### config.mk
export PLATFORM = sky130hd
export DESIGN_NAME = iel_indicator_enable
export DESIGN_NICKNAME = d
export VERILOG_FILES = /design/src/iel_pkg.sv /design/src/iel_debounce.sv /design/src/iel_flash_gen.sv /design/src/iel_indicator_enable.sv
export SDC_FILE = /design/constraint.sdc
export NUM_CORES = 1
export LEC_CHECK = 0
export BUFFER_PORTS_ARGS = -buffer_cell sky130_fd_sc_hd__buf_2
export CORE_MARGIN = 3
export CORE_UTILIZATION = 55
export DETAILED_ROUTE_END_ITERATION = 8
export PLACE_DENSITY = 0.72
export SYNTH_ARGS = -nofsm -noshare
export SYNTH_HDL_FRONTEND = slang
export SYNTH_SLANG_ARGS = --single-unit
### constraint.sdc
create_clock -name ref_clk -period 6.2 [get_ports ref_clk]
set_input_delay 0.31 -clock ref_clk [delete_from_list [all_inputs] [get_ports ref_clk]]
set_output_delay 0.31 -clock ref_clk [all_outputs]
set_load 0.01 [all_outputs]
### src/iel_pkg.sv
package iel_pkg;

  // ==========================================================
  // Timing
  localparam int CLK_PERIOD_NS = 10;
  localparam int TICK_PERIOD_NS = 1000000;
  localparam int TICK_CYCLES = (TICK_PERIOD_NS + CLK_PERIOD_NS - 1) / CLK_PERIOD_NS;
  localparam int TICK_MS = TICK_PERIOD_NS / 1000000;
  localparam int FLASH_ON_MS = 200;
  localparam int FLASH_OFF_MS = 200;
  localparam int FLASH_PAUSE_MS = 1000;
  localparam int HEARTBEAT_MS = 500;
  localparam int LAMP_TEST_MS = 500;
  localparam int DEBOUNCE_MS = 10;
  localparam int ACTIVITY_MS = 50;
  localparam int FLASH_ON_TICKS = FLASH_ON_MS / TICK_MS;
  localparam int FLASH_OFF_TICKS = FLASH_OFF_MS / TICK_MS;
  localparam int FLASH_PAUSE_TICKS = FLASH_PAUSE_MS / TICK_MS;
  localparam int HEARTBEAT_TICKS = HEARTBEAT_MS / TICK_MS;
  localparam int LAMP_TEST_TICKS = LAMP_TEST_MS / TICK_MS;
  localparam int DEBOUNCE_TICKS = DEBOUNCE_MS / TICK_MS;
  localparam int ACTIVITY_TICKS = ACTIVITY_MS / TICK_MS;
  localparam int TIMER_W = 11;

  // ==========================================================
  // Encodings and reset levels
  localparam logic [1:0] FLASH_NONE = 2'h0;
  localparam logic [1:0] FLASH_ONE = 2'h1;
  localparam logic [1:0] FLASH_TWO = 2'h2;
  localparam logic [1:0] FLASH_THREE = 2'h3;
  localparam logic PIN_IDLE_LEVEL = 1'h1;

  // ==========================================================
  // Types
  typedef enum logic [2:0] {BOOT_RED, BOOT_YELLOW, BOOT_GREEN, RUN_NORMAL, LOCKOUT} iel_mode_e;
  typedef enum logic [1:0] {FG_IDLE, FG_ON, FG_GAP, FG_PAUSE} iel_flash_e;

  typedef struct packed {
    logic sensor;
    logic overcurrent;
    logic overTemp;
  } iel_fault_s;

  typedef struct packed {
    logic fault;
    logic regulation;
    logic heartbeat;
    logic rx;
    logic tx;
  } iel_lamp_s;

endpackage
### src/iel_debounce.sv
`timescale 1ns/1ns
module iel_debounce import iel_pkg::*; #(
  parameter int TICKS = DEBOUNCE_TICKS
) (
  input wire logic ref_clk,
  input wire logic rstSyncN,
  input wire logic tick,
  input wire logic level,
  output logic stableQ
);

  initial begin
    if (TICKS < 1 || TICKS >= 2 ** TIMER_W)
      $error("iel_debounce: bad tick count");
  end

  logic [TIMER_W-1:0] cnt_q;

  // ==========================================================
  // Level must hold for TICKS ticks before it is accepted
  always_ff @(posedge ref_clk or negedge rstSyncN) begin
    if (!rstSyncN) begin
      cnt_q <= '0;
      stableQ <= PIN_IDLE_LEVEL;
    end else if (level == stableQ) begin
      cnt_q <= '0;
    end else if (tick) begin
      cnt_q <= cnt_q + 1'b1;
      if (cnt_q == TIMER_W'(TICKS - 1)) begin
        stableQ <= level;
        cnt_q <= '0;
      end
    end
  end

endmodule // iel_debounce

### src/iel_flash_gen.sv
`timescale 1ns/1ns
module iel_flash_gen import iel_pkg::*; #(
  parameter int ON_TICKS = FLASH_ON_TICKS,
  parameter int OFF_TICKS = FLASH_OFF_TICKS,
  parameter int PAUSE_TICKS = FLASH_PAUSE_TICKS
) (
  input wire logic ref_clk,
  input wire logic rstSyncN,
  input wire logic tick,
  input wire logic [1:0] flashCount,
  input wire logic steadyOn,
  output logic lampQ
);

  initial begin
    if (ON_TICKS < 1 || OFF_TICKS < 1 || PAUSE_TICKS <= OFF_TICKS || PAUSE_TICKS >= 2 ** TIMER_W)
      $error("iel_flash_gen: bad tick counts");
  end

  iel_flash_e state_q;
  logic [TIMER_W-1:0] cnt_q;
  logic [1:0] left_q;

  // ==========================================================
  // Flash groups with a long dark pause between them
  always_ff @(posedge ref_clk or negedge rstSyncN) begin
    if (!rstSyncN) begin
      state_q <= FG_IDLE;
      cnt_q <= '0;
      left_q <= FLASH_NONE;
      lampQ <= 1'b0;
    end else if (flashCount == FLASH_NONE || steadyOn) begin
      state_q <= FG_IDLE;
      cnt_q <= '0;
      lampQ <= steadyOn;
    end else begin
      unique case (state_q)
        FG_IDLE: begin
          // Count is sampled per group so a change to another nonzero count never cuts a group short
          state_q <= FG_ON;
          left_q <= flashCount - 2'h1;
          cnt_q <= '0;
          lampQ <= 1'b1;
        end
        FG_ON: begin
          if (tick) begin
            cnt_q <= cnt_q + 1'b1;
            if (cnt_q == TIMER_W'(ON_TICKS - 1)) begin
              state_q <= FG_GAP;
              cnt_q <= '0;
              lampQ <= 1'b0;
            end
          end
        end
        FG_GAP: begin
          if (tick) begin
            cnt_q <= cnt_q + 1'b1;
            if (cnt_q == TIMER_W'(OFF_TICKS - 1)) begin
              cnt_q <= '0;
              if (left_q == FLASH_NONE) begin
                state_q <= FG_PAUSE;
              end else begin
                state_q <= FG_ON;
                left_q <= left_q - 2'h1;
                lampQ <= 1'b1;
              end
            end
          end
        end
        FG_PAUSE: begin
          if (tick) begin
            cnt_q <= cnt_q + 1'b1;
            if (cnt_q == TIMER_W'(PAUSE_TICKS - OFF_TICKS - 1)) begin
              state_q <= FG_IDLE;
            end
          end
        end
      endcase
    end
  end

endmodule // iel_flash_gen

### src/iel_indicator_enable.sv
`timescale 1ns/1ns
// Behaviour
// [RQ1] Fault lamp dark, else one/two/three flashes
// [RQ2] Regulation lamp off when not enabled
// [RQ3] Regulation lamp steady when within band
// [RQ4] One flash when enabled and too cold
// [RQ5] Two flashes when enabled and too hot
// [RQ6] Heartbeat lamp blinks after boot completes
// [RQ7] Boot lamp test red, yellow, green
// [RQ8] Lockout blinks three lamps in unison
// [RQ9] Lockout left only by power-on reset
// [RQ10] Rx and tx lamps flash on activity
// [RQ11] Session blinks both activity lamps periodically
// [RQ12] Run input active low, open means idle; with runPolarityHigh set the code takes it active high, so an open pin runs
// [RQ13] Active run input starts regulation and stage
// [RQ14] Software source: hardware AND software start
// [RQ15] Hardware source: hardware input alone
// [RQ16] Overcurrent cuts stage in hardware, reports fault
// [RQ17] Fault clear input clears latched faults
// [RQ18] Healthy only in normal run, no faults
// [RQ19] Flash groups repeat with dark pause
// [RQ20] Run input synchronised and debounced
// [RQ21] Highest priority fault shown, sensor first
module iel_indicator_enable import iel_pkg::*; #(
  parameter int TICK_CLKS = TICK_CYCLES
) (
  input wire logic ref_clk,
  input wire logic rstn,
  input wire logic runRequestPin,
  input wire logic runPolarityHigh,
  input wire logic permitFromSoftware,
  input wire logic softwareStart,
  input wire logic faultClearInputPin,
  input wire logic faultClearPolarityHigh,
  input wire logic overcurrentPin,
  input wire iel_fault_s faultEvents,
  input wire logic tempBelowBand,
  input wire logic tempAboveBand,
  input wire logic lockoutRequest,
  input wire logic rxActivity,
  input wire logic txActivity,
  input wire logic pcSession,
  output iel_lamp_s lampsQ,
  output iel_fault_s faultsQ,
  output logic runPermitQ,
  output logic powerStageEnableQ,
  output logic regulationStatusQ,
  output logic healthyOutputQ
);

  initial begin
    if (TICK_CLKS < 1)
      $error("iel_indicator_enable: tick period too short");
  end

  // ==========================================================
  // Reset release and pin synchronisers
  logic [1:0] rstPipe_q;
  logic rstSyncN;
  logic [1:0] runSync_q;
  logic [1:0] clrSync_q;
  logic [1:0] ocSync_q;
  always_ff @(posedge ref_clk or negedge rstn) begin
    if (!rstn) begin
      rstPipe_q <= 2'h0;
    end else begin
      rstPipe_q <= {rstPipe_q[0], 1'b1};
    end
  end
  assign rstSyncN = rstPipe_q[1];

  // Run and fault clear pins idle high through their pull-ups; overcurrent pin idles low
  always_ff @(posedge ref_clk or negedge rstSyncN) begin
    if (!rstSyncN) begin
      runSync_q <= {2{PIN_IDLE_LEVEL}}; // RQ12
      clrSync_q <= {2{PIN_IDLE_LEVEL}};
      ocSync_q <= 2'h0;
    end else begin
      runSync_q <= {runSync_q[0], runRequestPin}; // RQ20
      clrSync_q <= {clrSync_q[0], faultClearInputPin};
      ocSync_q <= {ocSync_q[0], overcurrentPin};
    end
  end

  // ==========================================================
  // Base tick and blink phase
  logic [31:0] div_q;
  logic tick;
  logic [TIMER_W-1:0] beat_q;
  logic blink_q;
  always_ff @(posedge ref_clk or negedge rstSyncN) begin
    if (!rstSyncN) begin
      div_q <= '0;
    end else if (div_q == 32'(TICK_CLKS - 1)) begin
      div_q <= '0;
    end else begin
      div_q <= div_q + 32'h1;
    end
  end
  assign tick = (div_q == 32'(TICK_CLKS - 1));

  always_ff @(posedge ref_clk or negedge rstSyncN) begin
    if (!rstSyncN) begin
      beat_q <= '0;
      blink_q <= 1'b0;
    end else if (tick) begin
      if (beat_q == TIMER_W'(HEARTBEAT_TICKS - 1)) begin
        beat_q <= '0;
        blink_q <= ~blink_q;
      end else begin
        beat_q <= beat_q + 1'b1;
      end
    end
  end

  // ==========================================================
  // Run permit
  logic runLevel;
  logic hwRunActive;
  logic clearActive;
  iel_debounce #(.TICKS(DEBOUNCE_TICKS)) uRunDebounce (
    .ref_clk(ref_clk),
    .rstSyncN(rstSyncN),
    .tick(tick),
    .level(runSync_q[1]),
    .stableQ(runLevel)
  ); // RQ20
  assign hwRunActive = runPolarityHigh ? runLevel : ~runLevel; // RQ12
  assign clearActive = faultClearPolarityHigh ? clrSync_q[1] : ~clrSync_q[1];
  always_ff @(posedge ref_clk or negedge rstSyncN) begin
    if (!rstSyncN) begin
      runPermitQ <= 1'b0;
    end else if (permitFromSoftware) begin
      runPermitQ <= hwRunActive & softwareStart; // RQ14
    end else begin
      runPermitQ <= hwRunActive; // RQ15
    end
  end

  // ==========================================================
  // Mode sequencing
  iel_mode_e mode_q;
  logic [TIMER_W-1:0] step_q;
  logic stepDone;
  assign stepDone = tick && (step_q == TIMER_W'(LAMP_TEST_TICKS - 1));
  always_ff @(posedge ref_clk or negedge rstSyncN) begin
    if (!rstSyncN) begin
      step_q <= '0;
    end else if (stepDone) begin
      step_q <= '0;
    end else if (tick) begin
      step_q <= step_q + 1'b1;
    end
  end

  // No exit from lockout: only rstn brings the mode back to boot
  always_ff @(posedge ref_clk or negedge rstSyncN) begin
    if (!rstSyncN) begin
      mode_q <= BOOT_RED;
    end else begin
      unique case (mode_q)
        BOOT_RED: if (stepDone) mode_q <= BOOT_YELLOW; // RQ7
        BOOT_YELLOW: if (stepDone) mode_q <= BOOT_GREEN; // RQ7
        BOOT_GREEN: if (stepDone) mode_q <= RUN_NORMAL; // RQ7
        RUN_NORMAL: if (lockoutRequest) mode_q <= LOCKOUT;
        LOCKOUT: mode_q <= LOCKOUT; // RQ9
      endcase
    end
  end

  // ==========================================================
  // Fault latches
  logic anyFault;
  logic [1:0] faultCount;
  // Set wins over clear so a fault in the clearing cycle stays
  always_ff @(posedge ref_clk or negedge rstSyncN) begin
    if (!rstSyncN) begin
      faultsQ <= '0;
    end else begin
      faultsQ.sensor <= faultEvents.sensor | (faultsQ.sensor & ~clearActive); // RQ17
      faultsQ.overcurrent <= faultEvents.overcurrent | ocSync_q[1]
                             | (faultsQ.overcurrent & ~clearActive); // RQ16
      faultsQ.overTemp <= faultEvents.overTemp | (faultsQ.overTemp & ~clearActive); // RQ17
    end
  end
  assign anyFault = |faultsQ;
  always_comb begin
    if (faultsQ.sensor) begin
      faultCount = FLASH_ONE; // RQ21
    end else if (faultsQ.overcurrent) begin
      faultCount = FLASH_TWO; // RQ1
    end else if (faultsQ.overTemp) begin
      faultCount = FLASH_THREE; // RQ1
    end else begin
      faultCount = FLASH_NONE; // RQ1
    end
  end

  // Synchronised pin cuts the stage directly, not through the latch
  always_ff @(posedge ref_clk or negedge rstSyncN) begin
    if (!rstSyncN) begin
      powerStageEnableQ <= 1'b0;
      healthyOutputQ <= 1'b0;
    end else begin
      powerStageEnableQ <= runPermitQ && mode_q == RUN_NORMAL && !anyFault
                           && !ocSync_q[1]; // RQ13 RQ16
      healthyOutputQ <= mode_q == RUN_NORMAL && !anyFault; // RQ18
    end
  end

  // ==========================================================
  // Regulation indication
  logic inBand;
  logic [1:0] regCount;
  logic faultFlash;
  logic regFlash;
  assign inBand = !tempBelowBand && !tempAboveBand;
  always_comb begin
    if (!runPermitQ) begin
      regCount = FLASH_NONE; // RQ2
    end else if (tempBelowBand) begin
      regCount = FLASH_ONE; // RQ4
    end else if (tempAboveBand) begin
      regCount = FLASH_TWO; // RQ5
    end else begin
      regCount = FLASH_NONE;
    end
  end

  always_ff @(posedge ref_clk or negedge rstSyncN) begin
    if (!rstSyncN) begin
      regulationStatusQ <= 1'b0;
    end else begin
      regulationStatusQ <= runPermitQ && inBand; // RQ3
    end
  end

  iel_flash_gen uFaultFlash (
    .ref_clk(ref_clk),
    .rstSyncN(rstSyncN),
    .tick(tick),
    .flashCount(faultCount),
    .steadyOn(1'b0),
    .lampQ(faultFlash)
  ); // RQ19

  iel_flash_gen uRegFlash (
    .ref_clk(ref_clk),
    .rstSyncN(rstSyncN),
    .tick(tick),
    .flashCount(regCount),
    .steadyOn(runPermitQ && inBand),
    .lampQ(regFlash)
  ); // RQ3 RQ19

  // ==========================================================
  // Serial activity stretchers
  logic [TIMER_W-1:0] rxTimer_q;
  logic [TIMER_W-1:0] txTimer_q;
  // A burst restarts only after the dark half so the lamp flickers
  always_ff @(posedge ref_clk or negedge rstSyncN) begin
    if (!rstSyncN) begin
      rxTimer_q <= '0;
      txTimer_q <= '0;
    end else begin
      if (rxActivity && rxTimer_q == '0) begin
        rxTimer_q <= TIMER_W'(2 * ACTIVITY_TICKS); // RQ10
      end else if (tick && rxTimer_q != '0) begin
        rxTimer_q <= rxTimer_q - 1'b1;
      end
      if (txActivity && txTimer_q == '0) begin
        txTimer_q <= TIMER_W'(2 * ACTIVITY_TICKS); // RQ10
      end else if (tick && txTimer_q != '0) begin
        txTimer_q <= txTimer_q - 1'b1;
      end
    end
  end

  // ==========================================================
  // Lamp drive
  always_ff @(posedge ref_clk or negedge rstSyncN) begin
    if (!rstSyncN) begin
      lampsQ <= '0;
    end else begin
      unique case (mode_q)
        BOOT_RED: lampsQ <= '{fault: 1'b1, default: 1'b0}; // RQ7
        BOOT_YELLOW: lampsQ <= '{regulation: 1'b1, default: 1'b0}; // RQ7
        BOOT_GREEN: lampsQ <= '{heartbeat: 1'b1, default: 1'b0}; // RQ7
        LOCKOUT: begin
          lampsQ.fault <= blink_q; // RQ8
          lampsQ.regulation <= blink_q; // RQ8
          lampsQ.heartbeat <= blink_q; // RQ8
          lampsQ.rx <= 1'b0;
          lampsQ.tx <= 1'b0;
        end
        RUN_NORMAL: begin
          lampsQ.fault <= faultFlash; // RQ1
          lampsQ.regulation <= regFlash; // RQ2
          lampsQ.heartbeat <= blink_q; // RQ6
          if (pcSession) begin
            lampsQ.rx <= blink_q; // RQ11
            lampsQ.tx <= blink_q; // RQ11
          end else begin
            lampsQ.rx <= rxTimer_q > TIMER_W'(ACTIVITY_TICKS); // RQ10
            lampsQ.tx <= txTimer_q > TIMER_W'(ACTIVITY_TICKS); // RQ10
          end
        end
      endcase
    end
  end
endmodule // iel_indicator_enable

After elaboration in Yosys (flattened, before gate mapping)
Index checks and enable logic that the tools add are counted.
{"block": "word_totals", "regBits": 144, "inputBits": 18}
{"block": "op_classes", "add_sub_neg": 12, "n_lt_le_gt_ge": 2, "eq_ne": 45, "mux": 77, "bitwise": 15, "reduce_logical": 49}
{"op": "$mux 11", "n": 18}
{"op": "$pmux 11 s3", "n": 2}
{"op": "$mux 2", "n": 29}
{"op": "$add 11x1->11 const B", "n": 5}
{"op": "$add 32x1->32 const B", "n": 1}
{"op": "$eq 32x17->1 const B", "n": 1}
{"op": "$mux 32", "n": 1}
{"op": "$pmux 5 s5", "n": 1}
{"op": "$ne 3x1->1 const B", "n": 8}
{"op": "$ne 3x2->1 const B", "n": 8}
{"op": "$reduce_and 6->1", "n": 4}
{"op": "$eq 11x10->1 const B", "n": 2}
{"op": "$eq 11x8->1 const B", "n": 2}
{"op": "$eq 11x9->1 const B", "n": 2}
{"op": "$gt 11x6->1 const B", "n": 2}
{"op": "$logic_not 11->1", "n": 2}
{"op": "$reduce_bool 11->1", "n": 2}
{"op": "$sub 11x1->11 const B", "n": 2}
{"op": "$ne 2x2->1 const B", "n": 8}
{"op": "$pmux 2 s4", "n": 2}
{"op": "$mux 1", "n": 15}
{"op": "$pmux 3 s5", "n": 1}
{"op": "$logic_not 2->1", "n": 6}
{"op": "$mux 3", "n": 4}
{"op": "26 further kinds", "n": 72}

Longest topological paths before layout
Gate-level depths: netlist of run 1.
{"block": "depth", "ltp_word": 7, "ltp_mapped": 9}

Hierarchy
Synthesis of run 1 repeated with hierarchy kept, for this count alone.
{"block": "unflattened", "hier_cells": 770, "area_unflattened_um2": 7648.6}
{"module": "iel_indicator_enable", "n_inst": 1, "cells_per_inst": 453, "area_per_inst_um2": 4723.3}
{"module": "iel_flash_gen", "n_inst": 2, "cells_per_inst": 118, "area_per_inst_um2": 1087.3}
{"module": "iel_debounce", "n_inst": 1, "cells_per_inst": 81, "area_per_inst_um2": 750.7}

Worst setup path before layout of run 1
No wires, ideal clock.
{"block": "synth_path", "path_kind": "reg-to-reg", "start": "register div_q[0]", "end": "register uFaultFlash.state_q[0]", "arrival_time_ns": 2.363, "required_ns": 6.124, "setup_slack_ns": 3.760, "path_stages_with_launch": 9, "synth_period_minus_slack_ns": 2.440, "cell_sequence": "dfrtp_1 -> ha_1 -> and4_1 -> nand2_1 -> or3_1 -> buf_6 -> o31a_1 -> or4_1 -> o21ai_1"}
{"block": "synth_via", "elab_chain_cells": 3, "word_cells_on_any_way": 5, "classes_between": "eq/ne (4); reduce/logical (1)"}
{"item": "start: declaration", "line": "iel_indicator_enable.sv:87", "rtl": "logic [31:0] div_q;"}
{"item": "start signal: assignment", "line": "iel_indicator_enable.sv:97", "rtl": "div_q <= div_q + 32'h1;"}
{"item": "$eq 32x17->1 *", "line": "iel_indicator_enable.sv:100", "rtl": "assign tick = (div_q == 32'(TICK_CLKS - 1));"}
{"item": "$ne 3x2->1 (no line)"}
{"item": "$reduce_and 6->1 (no line) *"}
{"item": "end signal: assignment", "line": "iel_flash_gen.sv:61", "rtl": "state_q <= FG_PAUSE;"}
{"item": "end signal: assignment", "line": "iel_flash_gen.sv:63", "rtl": "state_q <= FG_ON;"}
{"item": "end signal: assignment", "line": "iel_flash_gen.sv:74", "rtl": "state_q <= FG_IDLE;"}
{"item": "end: declaration", "line": "iel_flash_gen.sv:20", "rtl": "iel_flash_e state_q;"}
Mark *: on every way between the ends. The rest lies on a longest branch, timed or not.
A chain may end at the register's enable or synchronous reset.

Final worst setup path of run 1
{"block": "layout_path", "start": "register div_q[0]", "end": "register txTimer_q[5]"}
{"block": "layout_via", "elab_chain_cells": 3}
{"item": "$eq 32x17->1", "line": "iel_indicator_enable.sv:100"}
{"item": "$logic_and 1x1->1", "line": "iel_indicator_enable.sv:273", "rtl": "end else if (tick && txTimer_q != '0) begin"}
{"item": "$reduce_bool 2->1 (no line)"}
{"item": "end signal: assignment", "line": "iel_indicator_enable.sv:272", "rtl": "txTimer_q <= TIMER_W'(2 * ACTIVITY_TICKS);"}
{"item": "end signal: assignment", "line": "iel_indicator_enable.sv:274", "rtl": "txTimer_q <= txTimer_q - 1'b1;"}
{"item": "end: declaration", "line": "iel_indicator_enable.sv:259", "rtl": "logic [TIMER_W-1:0] txTimer_q;"}
Every way passes these cells.

==> results of run 1 <==
-- worst max path at each step --
| stage | end | startpoint | slack [ps] |
|---|---|---|---|
| final | txTimer_q[5]$_DFFE_PN0P_ | div_q[0]$_DFF_PN0_ | 2920 |
| after global routing | txTimer_q[5]$_DFFE_PN0P_ | div_q[0]$_DFF_PN0_ | 2690 |
| after CTS | txTimer_q[5]$_DFFE_PN0P_ | div_q[0]$_DFF_PN0_ | 2930 |
| after detailed placement | txTimer_q[5]$_DFFE_PN0P_ | div_q[0]$_DFF_PN0_ | 3020 |
| after global placement | txTimer_q[7]$_DFFE_PN0P_ | div_q[0]$_DFF_PN0_ | 3220 |
| after floorplan | beat_q[0]$_DFFE_PN0N_ | rstPipe_q[1]$_DFF_PN0_ | 1900 |
-- stage by stage --
| stage | cell area (um^2) | cells |
|---|---|---|
| CTS | 8210 | 952 |
| floorplan | 7170 | 728 |
| finish | 8210 | 952 |
| detailed placement | 7490 | 916 |
| global route | 8210 | 952 |
| global placement | 7490 | 916 |
-- logic make-up after synthesis --
group | Yosys count
AND/OR/NAND/NOR | 305
adder cells (fa/ha/maj) | 21
AO/OA/AOI/OAI | 161
multiplexers | 6
other | 1
XOR/XNOR | 52
flip-flops | 144
buffers and inverters | 38
-- power groups by stage --
stage / Clock [mW] / Sequential, mW / Combinational (mW)
6_report: 1.15 / 1.02 / 0.308
5_1_grt: 1.21 / 1.03 / 0.346
4_1_cts: 1.17 / 1.02 / 0.306
3_5_place_dp: 0 / 1.04 / 0.298
3_3_place_gp: 0 / 1.03 / 0.286
2_1_floorplan: 0 / 1.03 / 0.228
-- worst reg2reg max path, cell delays in order, from the launching register on --
cell	delay (ps)
dfrtp_1	390
ha_1	220
and4_1	320
nand2_1	210
nor3_4	590
buf_4	470
nand2_1	290
nor4b_1	440
mux2i_1	260
-- sequential cells by signal, indices dropped and copies added, names as in the netlist, 3 cells and up --
name and count:
beat_q 11, div_q 32, faultsQ 3, lampsQ 5
mode_q 3, rxTimer_q 11, step_q 11, txTimer_q 11
uFaultFlash.cnt_q 11, uRegFlash.cnt_q 11, uRunDebounce.cnt_q 11
-- layout make-up --
class | instances | area [um^2] | share of cell area, %
Sequential cell | 144 | 3610 | 44.0
Multi-Input combinational cell | 546 | 3420 | 41.6
Clock buffer | 23 | 498 | 6.07
Tap cell | 172 | 215 | 2.62
Timing Repair Buffer | 35 | 200 | 2.44
Clock inverter | 9 | 176 | 2.15
Inverter | 23 | 86.3 | 1.05
-- metal layers --
layer / vias up / GRT usage [%] / part of all wire, %
met5: - / 0 / 0
met4: 0 / 7.09 / 1.2
met3: 18 / 6.17 / 3.7
met2: 133 / 36.6 / 50
met1: 2773 / 29.3 / 46
li1: 2723 / - / -
-- layout by cell type (no fill, tap or decap), drive strengths merged, types with 5 or more instances in the layout --
cell      n
nand3    43
nand2    62
ha       21
clkbuf   23
nor2b    13
o31ai    12
dfrtp   139
or3       8
inv      23
nand2b   10
and4      5
buf      31
o21ai    76
nand4    17
a31oi    17
a21oi    17
nor2     65
xnor2    33
nor3b     5
xor2     19
dfstp     5
and3     21
nor4b     5
nor3     14
bufinv    5
nor4     16
-- what timing repair did --
item	CTS	global route
hold endpoints to repair	5	0
hold buffers	4	0
setup endpoints to repair	0	0
==> flow_summary.toml, run 1 <==
[worst_hold_path]
hold_path.class = "primary input to register"
whs_endpoint = "runPermitQ$_DFF_PN0_"
timing.hold.worst.start = "permitFromSoftware"
holdPathStages = 2

[global_route]
grt_usage_pct = 22.4
grt_pass1_wl_um = 26400
grt_pass1_vias = 5616
grt_overflow = 0
antenna_found_initial = 0
grt_max_degree = 85

[logic_synthesis]
synth.yosys.seq_area_share_pct = 50.3
synth_area_leaders = "dfrtp_1, o21ai_0, xnor2_1"
synth_mux_area_share_pct = 0.890
synth_edf_count = 0
synthesis.instances = 728
synth_cell_types = 64
synthAdderAreaFrac_pct = 3.66
syn_nets = 767
synth_compound_gate_area_share_pct = 13.9
syn_area_per_cell_um2 = 9.85
ys_async_sr_fraction_pct = 100
yosysMostFrequentCell = "dfrtp_1"
synth_area_um2 = 7170
synth_xor_area_share_pct = 6.35
yosys.area.top_type = "dfrtp_1"
synthFlopType = "dfrtp_1"
yosysWarnings = 0
yosys.area_share.simple_pct = 22.8
synth_top_family_by_area = "simple AND/OR/NAND/NOR gates"
ys_ff_latch = 144
synth_common_cells = "dfrtp_1, o21ai_0, nor2_1"
yosys.area.top_type_share_pct = 48.5

[placement]
gp_congestion = 0.890
pre_cts_ws_ps = 3020
hpwl_um = 9770
port_buffers = 29

[clock_tree]
cts_buffers = 17
htree_num_levels = 4
clk_pin_slew_ps = 60
insertion_delay_ps = 420
post_cts_buffers = 0
tritoncts = "built"
cts-root-buf = "clkbuf_16"
cts_max_path_buffers = 2
clkSinkCount = 144
cts-resized-gates = 0

[critical_path]
reg2reg_slack_ps = 2920
required_ps = 6540
r2r_cells = 8
worstSetupPathType = "register to register"
crit_fanout = 39
critPathBufInv = 1
crit_path_start_kind = "register"
crit-reg2reg-launch = "div_q[0]$_DFF_PN0_"
path_cells = "ha_1 > and4_1 > nand2_1 > nor3_4 > buf_4 > nand2_1 > nor4b_1 > mux2i_1"
worstReg2RegEnd = "txTimer_q[5]$_DFFE_PN0P_"
crit_family = "simple AND/OR/NAND/NOR gates"
slowest_stage = "nor3_4"
path_common_cell = "nand2_1"
max_stage_delay_ps = 590
cp.arrival_ps = 3620
path_depth = 8
cp-end-kind = "register"

[final_layout]
drive_above_1_share_pct = 9.87
fin_nets = 806
nFillCells = 1020
final_core_util_pct = 64.8
area_growth_pct = 14.4
diodes = 0

[drt]
wirelength_um = 15300
via_per_inst = 5.93
via_count = 5647
drc_errors = 0
first_pass_iters = 5
postRouteAntennaNets = 0
wl_per_cell_um = 16.0
first_iter_violations = 465

[floorplanning]
core-area_um2 = 12700
dieArea_um2 = 14400
row_count = 41
initial_core_util_pct = 56.6
io_pins = 30
fp.dieW_um = 120
die_y_um = 120

[pwr]
vdd_drop_max_v = 0.000235
pwr-share-seq_pct = 41.2
p_total_mw = 2.48
power.leakage_nw = 3.65
p_int_mw = 1.86
switchingPower_mw = 0.624
clockPowerShare_pct = 46.5
p_comb_share_pct = 12.4
powerDensity_nw_per_um2 = 303
p_sw_share_pct = 25.1

[sta]
rsz0062_at_grt = "no"
setup_slack_ps = 2920
slew_violations = 0
finalHoldViolCount = 0
fin_crit_ps = 3280
finalSetupViolations = 0
finalCritPeriodShare_pct = 52.9
relSlewSlack_pct = 31.3
whs_ps = 71.4
fmax_ghz = 0.305
tns_ps = 0
worstMarginPinSlew_ps = 1030
fin_skew_ps = 6.45

[run]
maxCapViolations = 0

[outcome]
outcome = "finished clean"
Power figures use the tool's default switching activity.
==> run 2: changes to the inputs <==
--- a/config.mk
+++ b/config.mk
@@ -5,6 +5,7 @@
 export SDC_FILE = /design/constraint.sdc
 export NUM_CORES = 1
 export LEC_CHECK = 0
+export ABC_AREA = 1
 export BUFFER_PORTS_ARGS = -buffer_cell sky130_fd_sc_hd__buf_2
 export CORE_MARGIN = 3
 export CORE_UTILIZATION = 55
==> constraint.sdc (replaced) <==
create_clock -name ref_clk -period 3.2 [get_ports ref_clk]
set_input_delay 0.16 -clock ref_clk [delete_from_list [all_inputs] [get_ports ref_clk]]
set_output_delay 0.16 -clock ref_clk [all_outputs]
set_load 0.01 [all_outputs]
==> run 2 against run 1 <==
Net effect:
- clock power is 89% higher
- clock skew is 2.3 ps higher
- sequential cell count stayed put
- wire length is 29% higher
- critical path depth is 1 higher
- combinational power is 120% higher
- fmax is 42% higher
- global-route usage is 1.6 points higher
- synthesized area is 21% higher
- cell count is 55% higher
- largest cell class is now multi-input gates
==> flow_summary.toml, run 2 <==
[outcome]
outcome = "finished clean"

[sta]
tns_ps = 0
whs_ps = 42.4
relSlewSlack_pct = 57.4
rsz0062_at_grt = "no"
finalCritPeriodShare_pct = 72.1
finalHoldViolCount = 0
worstMarginPinSlew_ps = 639
fin_crit_ps = 2310
fmax_ghz = 0.434
slew_violations = 0
finalSetupViolations = 0
fin_skew_ps = 8.78

[clock_tree]
clkSinkCount = 144
insertion_delay_ps = 430
cts-resized-gates = 0
htree_num_levels = 4
post_cts_buffers = 0
cts_buffers = 17
hold_buffers = 11
cts_max_path_buffers = 2
clk_pin_slew_ps = 60
cts-root-buf = "clkbuf_16"
tritoncts = "built"

[logic_synthesis]
synth_edf_count = 0
yosysMostFrequentCell = "nand2_1"
ys_ff_latch = 144
yosys.area.top_type_share_pct = 39.9
syn_nets = 1243
yosys.area.top_type = "dfrtp_1"
synthesis.instances = 1204
synth.yosys.seq_area_share_pct = 41.4
synth_area_um2 = 8710
synth_cell_types = 38
synthFlopType = "dfrtp_1"
syn_area_per_cell_um2 = 7.24
ys_async_sr_fraction_pct = 100
synth_area_leaders = "dfrtp_1, nand2_1, inv_1"
yosysWarnings = 0
synth_common_cells = "nand2_1, inv_1, nor2_1"

[critical_path]
worstReg2RegEnd = "step_q[5]$_DFFE_PN0P_"
required_ps = 3540
path_depth = 9
cp.arrival_ps = 2650
worstSetupPathType = "register to register"
r2r_cells = 9
crit_fanout = 26
critPathBufInv = 2
crit_family = "simple AND/OR/NAND/NOR gates"
max_stage_delay_ps = 480
path_cells = "ha_1 > inv_1 > nor2_2 > nand4_1 > nor2_1 > nand2_1 > inv_2 > nand3b_1 > o21ai_0"
crit_path_start_kind = "register"
slowest_stage = "inv_2"
cp-end-kind = "register"
reg2reg_slack_ps = 890
crit-reg2reg-launch = "div_q[0]$_DFF_PN0_"

[global_route]
antenna_found_initial = 0
grt_overflow = 0
gr-usage-met1_pct = 32.3
grt_pass1_vias = 7480
grt_pass1_wl_um = 34800
grt_usage_pct = 24.1
grt_max_degree = 69
met3_usage_pct = 5.57
busiest_layer = "met2"
use_met2_pct = 39.0

[floorplanning]
core-area_um2 = 15400
io_pins = 30
die_y_um = 132
initial_core_util_pct = 56.7
dieArea_um2 = 17400
row_count = 45
fp.dieW_um = 132

[placement]
dp.cells = 1434
port_buffers = 29
hpwl_um = 14000
gp_congestion = 0.984

[final_layout]
largest_reg_flops = 32
regMostFlops = "div_q"
final_common_cell = "nand2_1"
stdcell_count = 1476
fin_nets = 1292
area_growth_pct = 12.7
drive_above_1_share_pct = 7.43
diodes = 0
most-common-layout-cells = "nand2_1, inv_1, nor2_1, dfrtp_1, nand3_1"

[pwr]
power.leakage_nw = 4.94
switchingPower_mw = 1.29
powerDensity_nw_per_um2 = 489
p_int_mw = 3.51
p_sw_share_pct = 26.8
p_total_mw = 4.80
p_comb_share_pct = 14.2
clockPowerShare_pct = 45.3
pwr-share-seq_pct = 40.5
vdd_drop_max_v = 0.000442

[drt]
wl_per_cell_um = 13.3
postRouteAntennaNets = 0
wirelength_um = 19700
via_count = 7705
drc_errors = 0
first_iter_violations = 533
via_per_inst = 5.22
first_pass_iters = 5

[run]
maxCapViolations = 0

[worst_hold_path]
hold_path.class = "primary input to async pin"
==> run 2: per-stage QoR <==
step	utilization (%)	worst slack (ps)	cell area, um^2
floorplan	-	814	8710
global placement	59.0	1120	9070
detailed placement	59.0	1010	9070
CTS	63.9	920	9820
global route	63.9	662	9820
finish	63.9	894	9820
==> run 2: final cells by class <==
type | instances | area [um^2]
fill | 1355 | 5550
timing repair buffer | 42 | 283
inverter | 186 | 698
clock buffer | 20 | 457
sequential | 144 | 3610
multi-input combinational | 862 | 4320
tap | 211 | 264
clock inverter | 11 | 188
==> run 2: power groups by stage <==
stage	registers, mW	clock network (mW)	logic (mW)
2_1_floorplan	1.98	0	0.523
3_3_place_gp	1.98	0	0.651
3_5_place_dp	1.98	0	0.652
4_1_cts	1.95	2.21	0.676
5_1_grt	1.96	2.30	0.795
6_report	1.95	2.17	0.682
==> run 2: worst max path at each step <==
stage,end,startpoint,slack (ps)
floorplan,beat_q[0]$_DFFE_PN0N_,rstPipe_q[1]$_DFF_PN0_,810
global placement,blink_q$_DFFE_PN0P_,div_q[0]$_DFF_PN0_,1120
detailed placement,step_q[3]$_DFFE_PN0P_,div_q[0]$_DFF_PN0_,1010
CTS,step_q[5]$_DFFE_PN0P_,div_q[0]$_DFF_PN0_,920
global route,step_q[0]$_DFFE_PN0P_,div_q[0]$_DFF_PN0_,660
finish,step_q[5]$_DFFE_PN0P_,div_q[0]$_DFF_PN0_,890
==> run 2: routing by layer <==
metal  vias up  share of wire, %
met2       186                46
met4         0               2.2
met5         -                 0
met3        37               4.9
met1      3555                47
li1       3927                 -
==> run 2: logic make-up (layout without fill, tap and decap cells) <==
kind of cell / after synthesis / after routing / share of synthesized area, %
adders and majority gates: 21 / 21 / 3.02
and+or+nand+nor: 674 / 674 / 33.9
DFF: 144 / 144 / 41.4
xor gates and xnor gates: 62 / 62 / 6.23
AOI/OAI and AO/OA: 104 / 104 / 6.39
buffers and inverters: 198 / 259 / 9.00
other: 1 / 1 / 0.0430
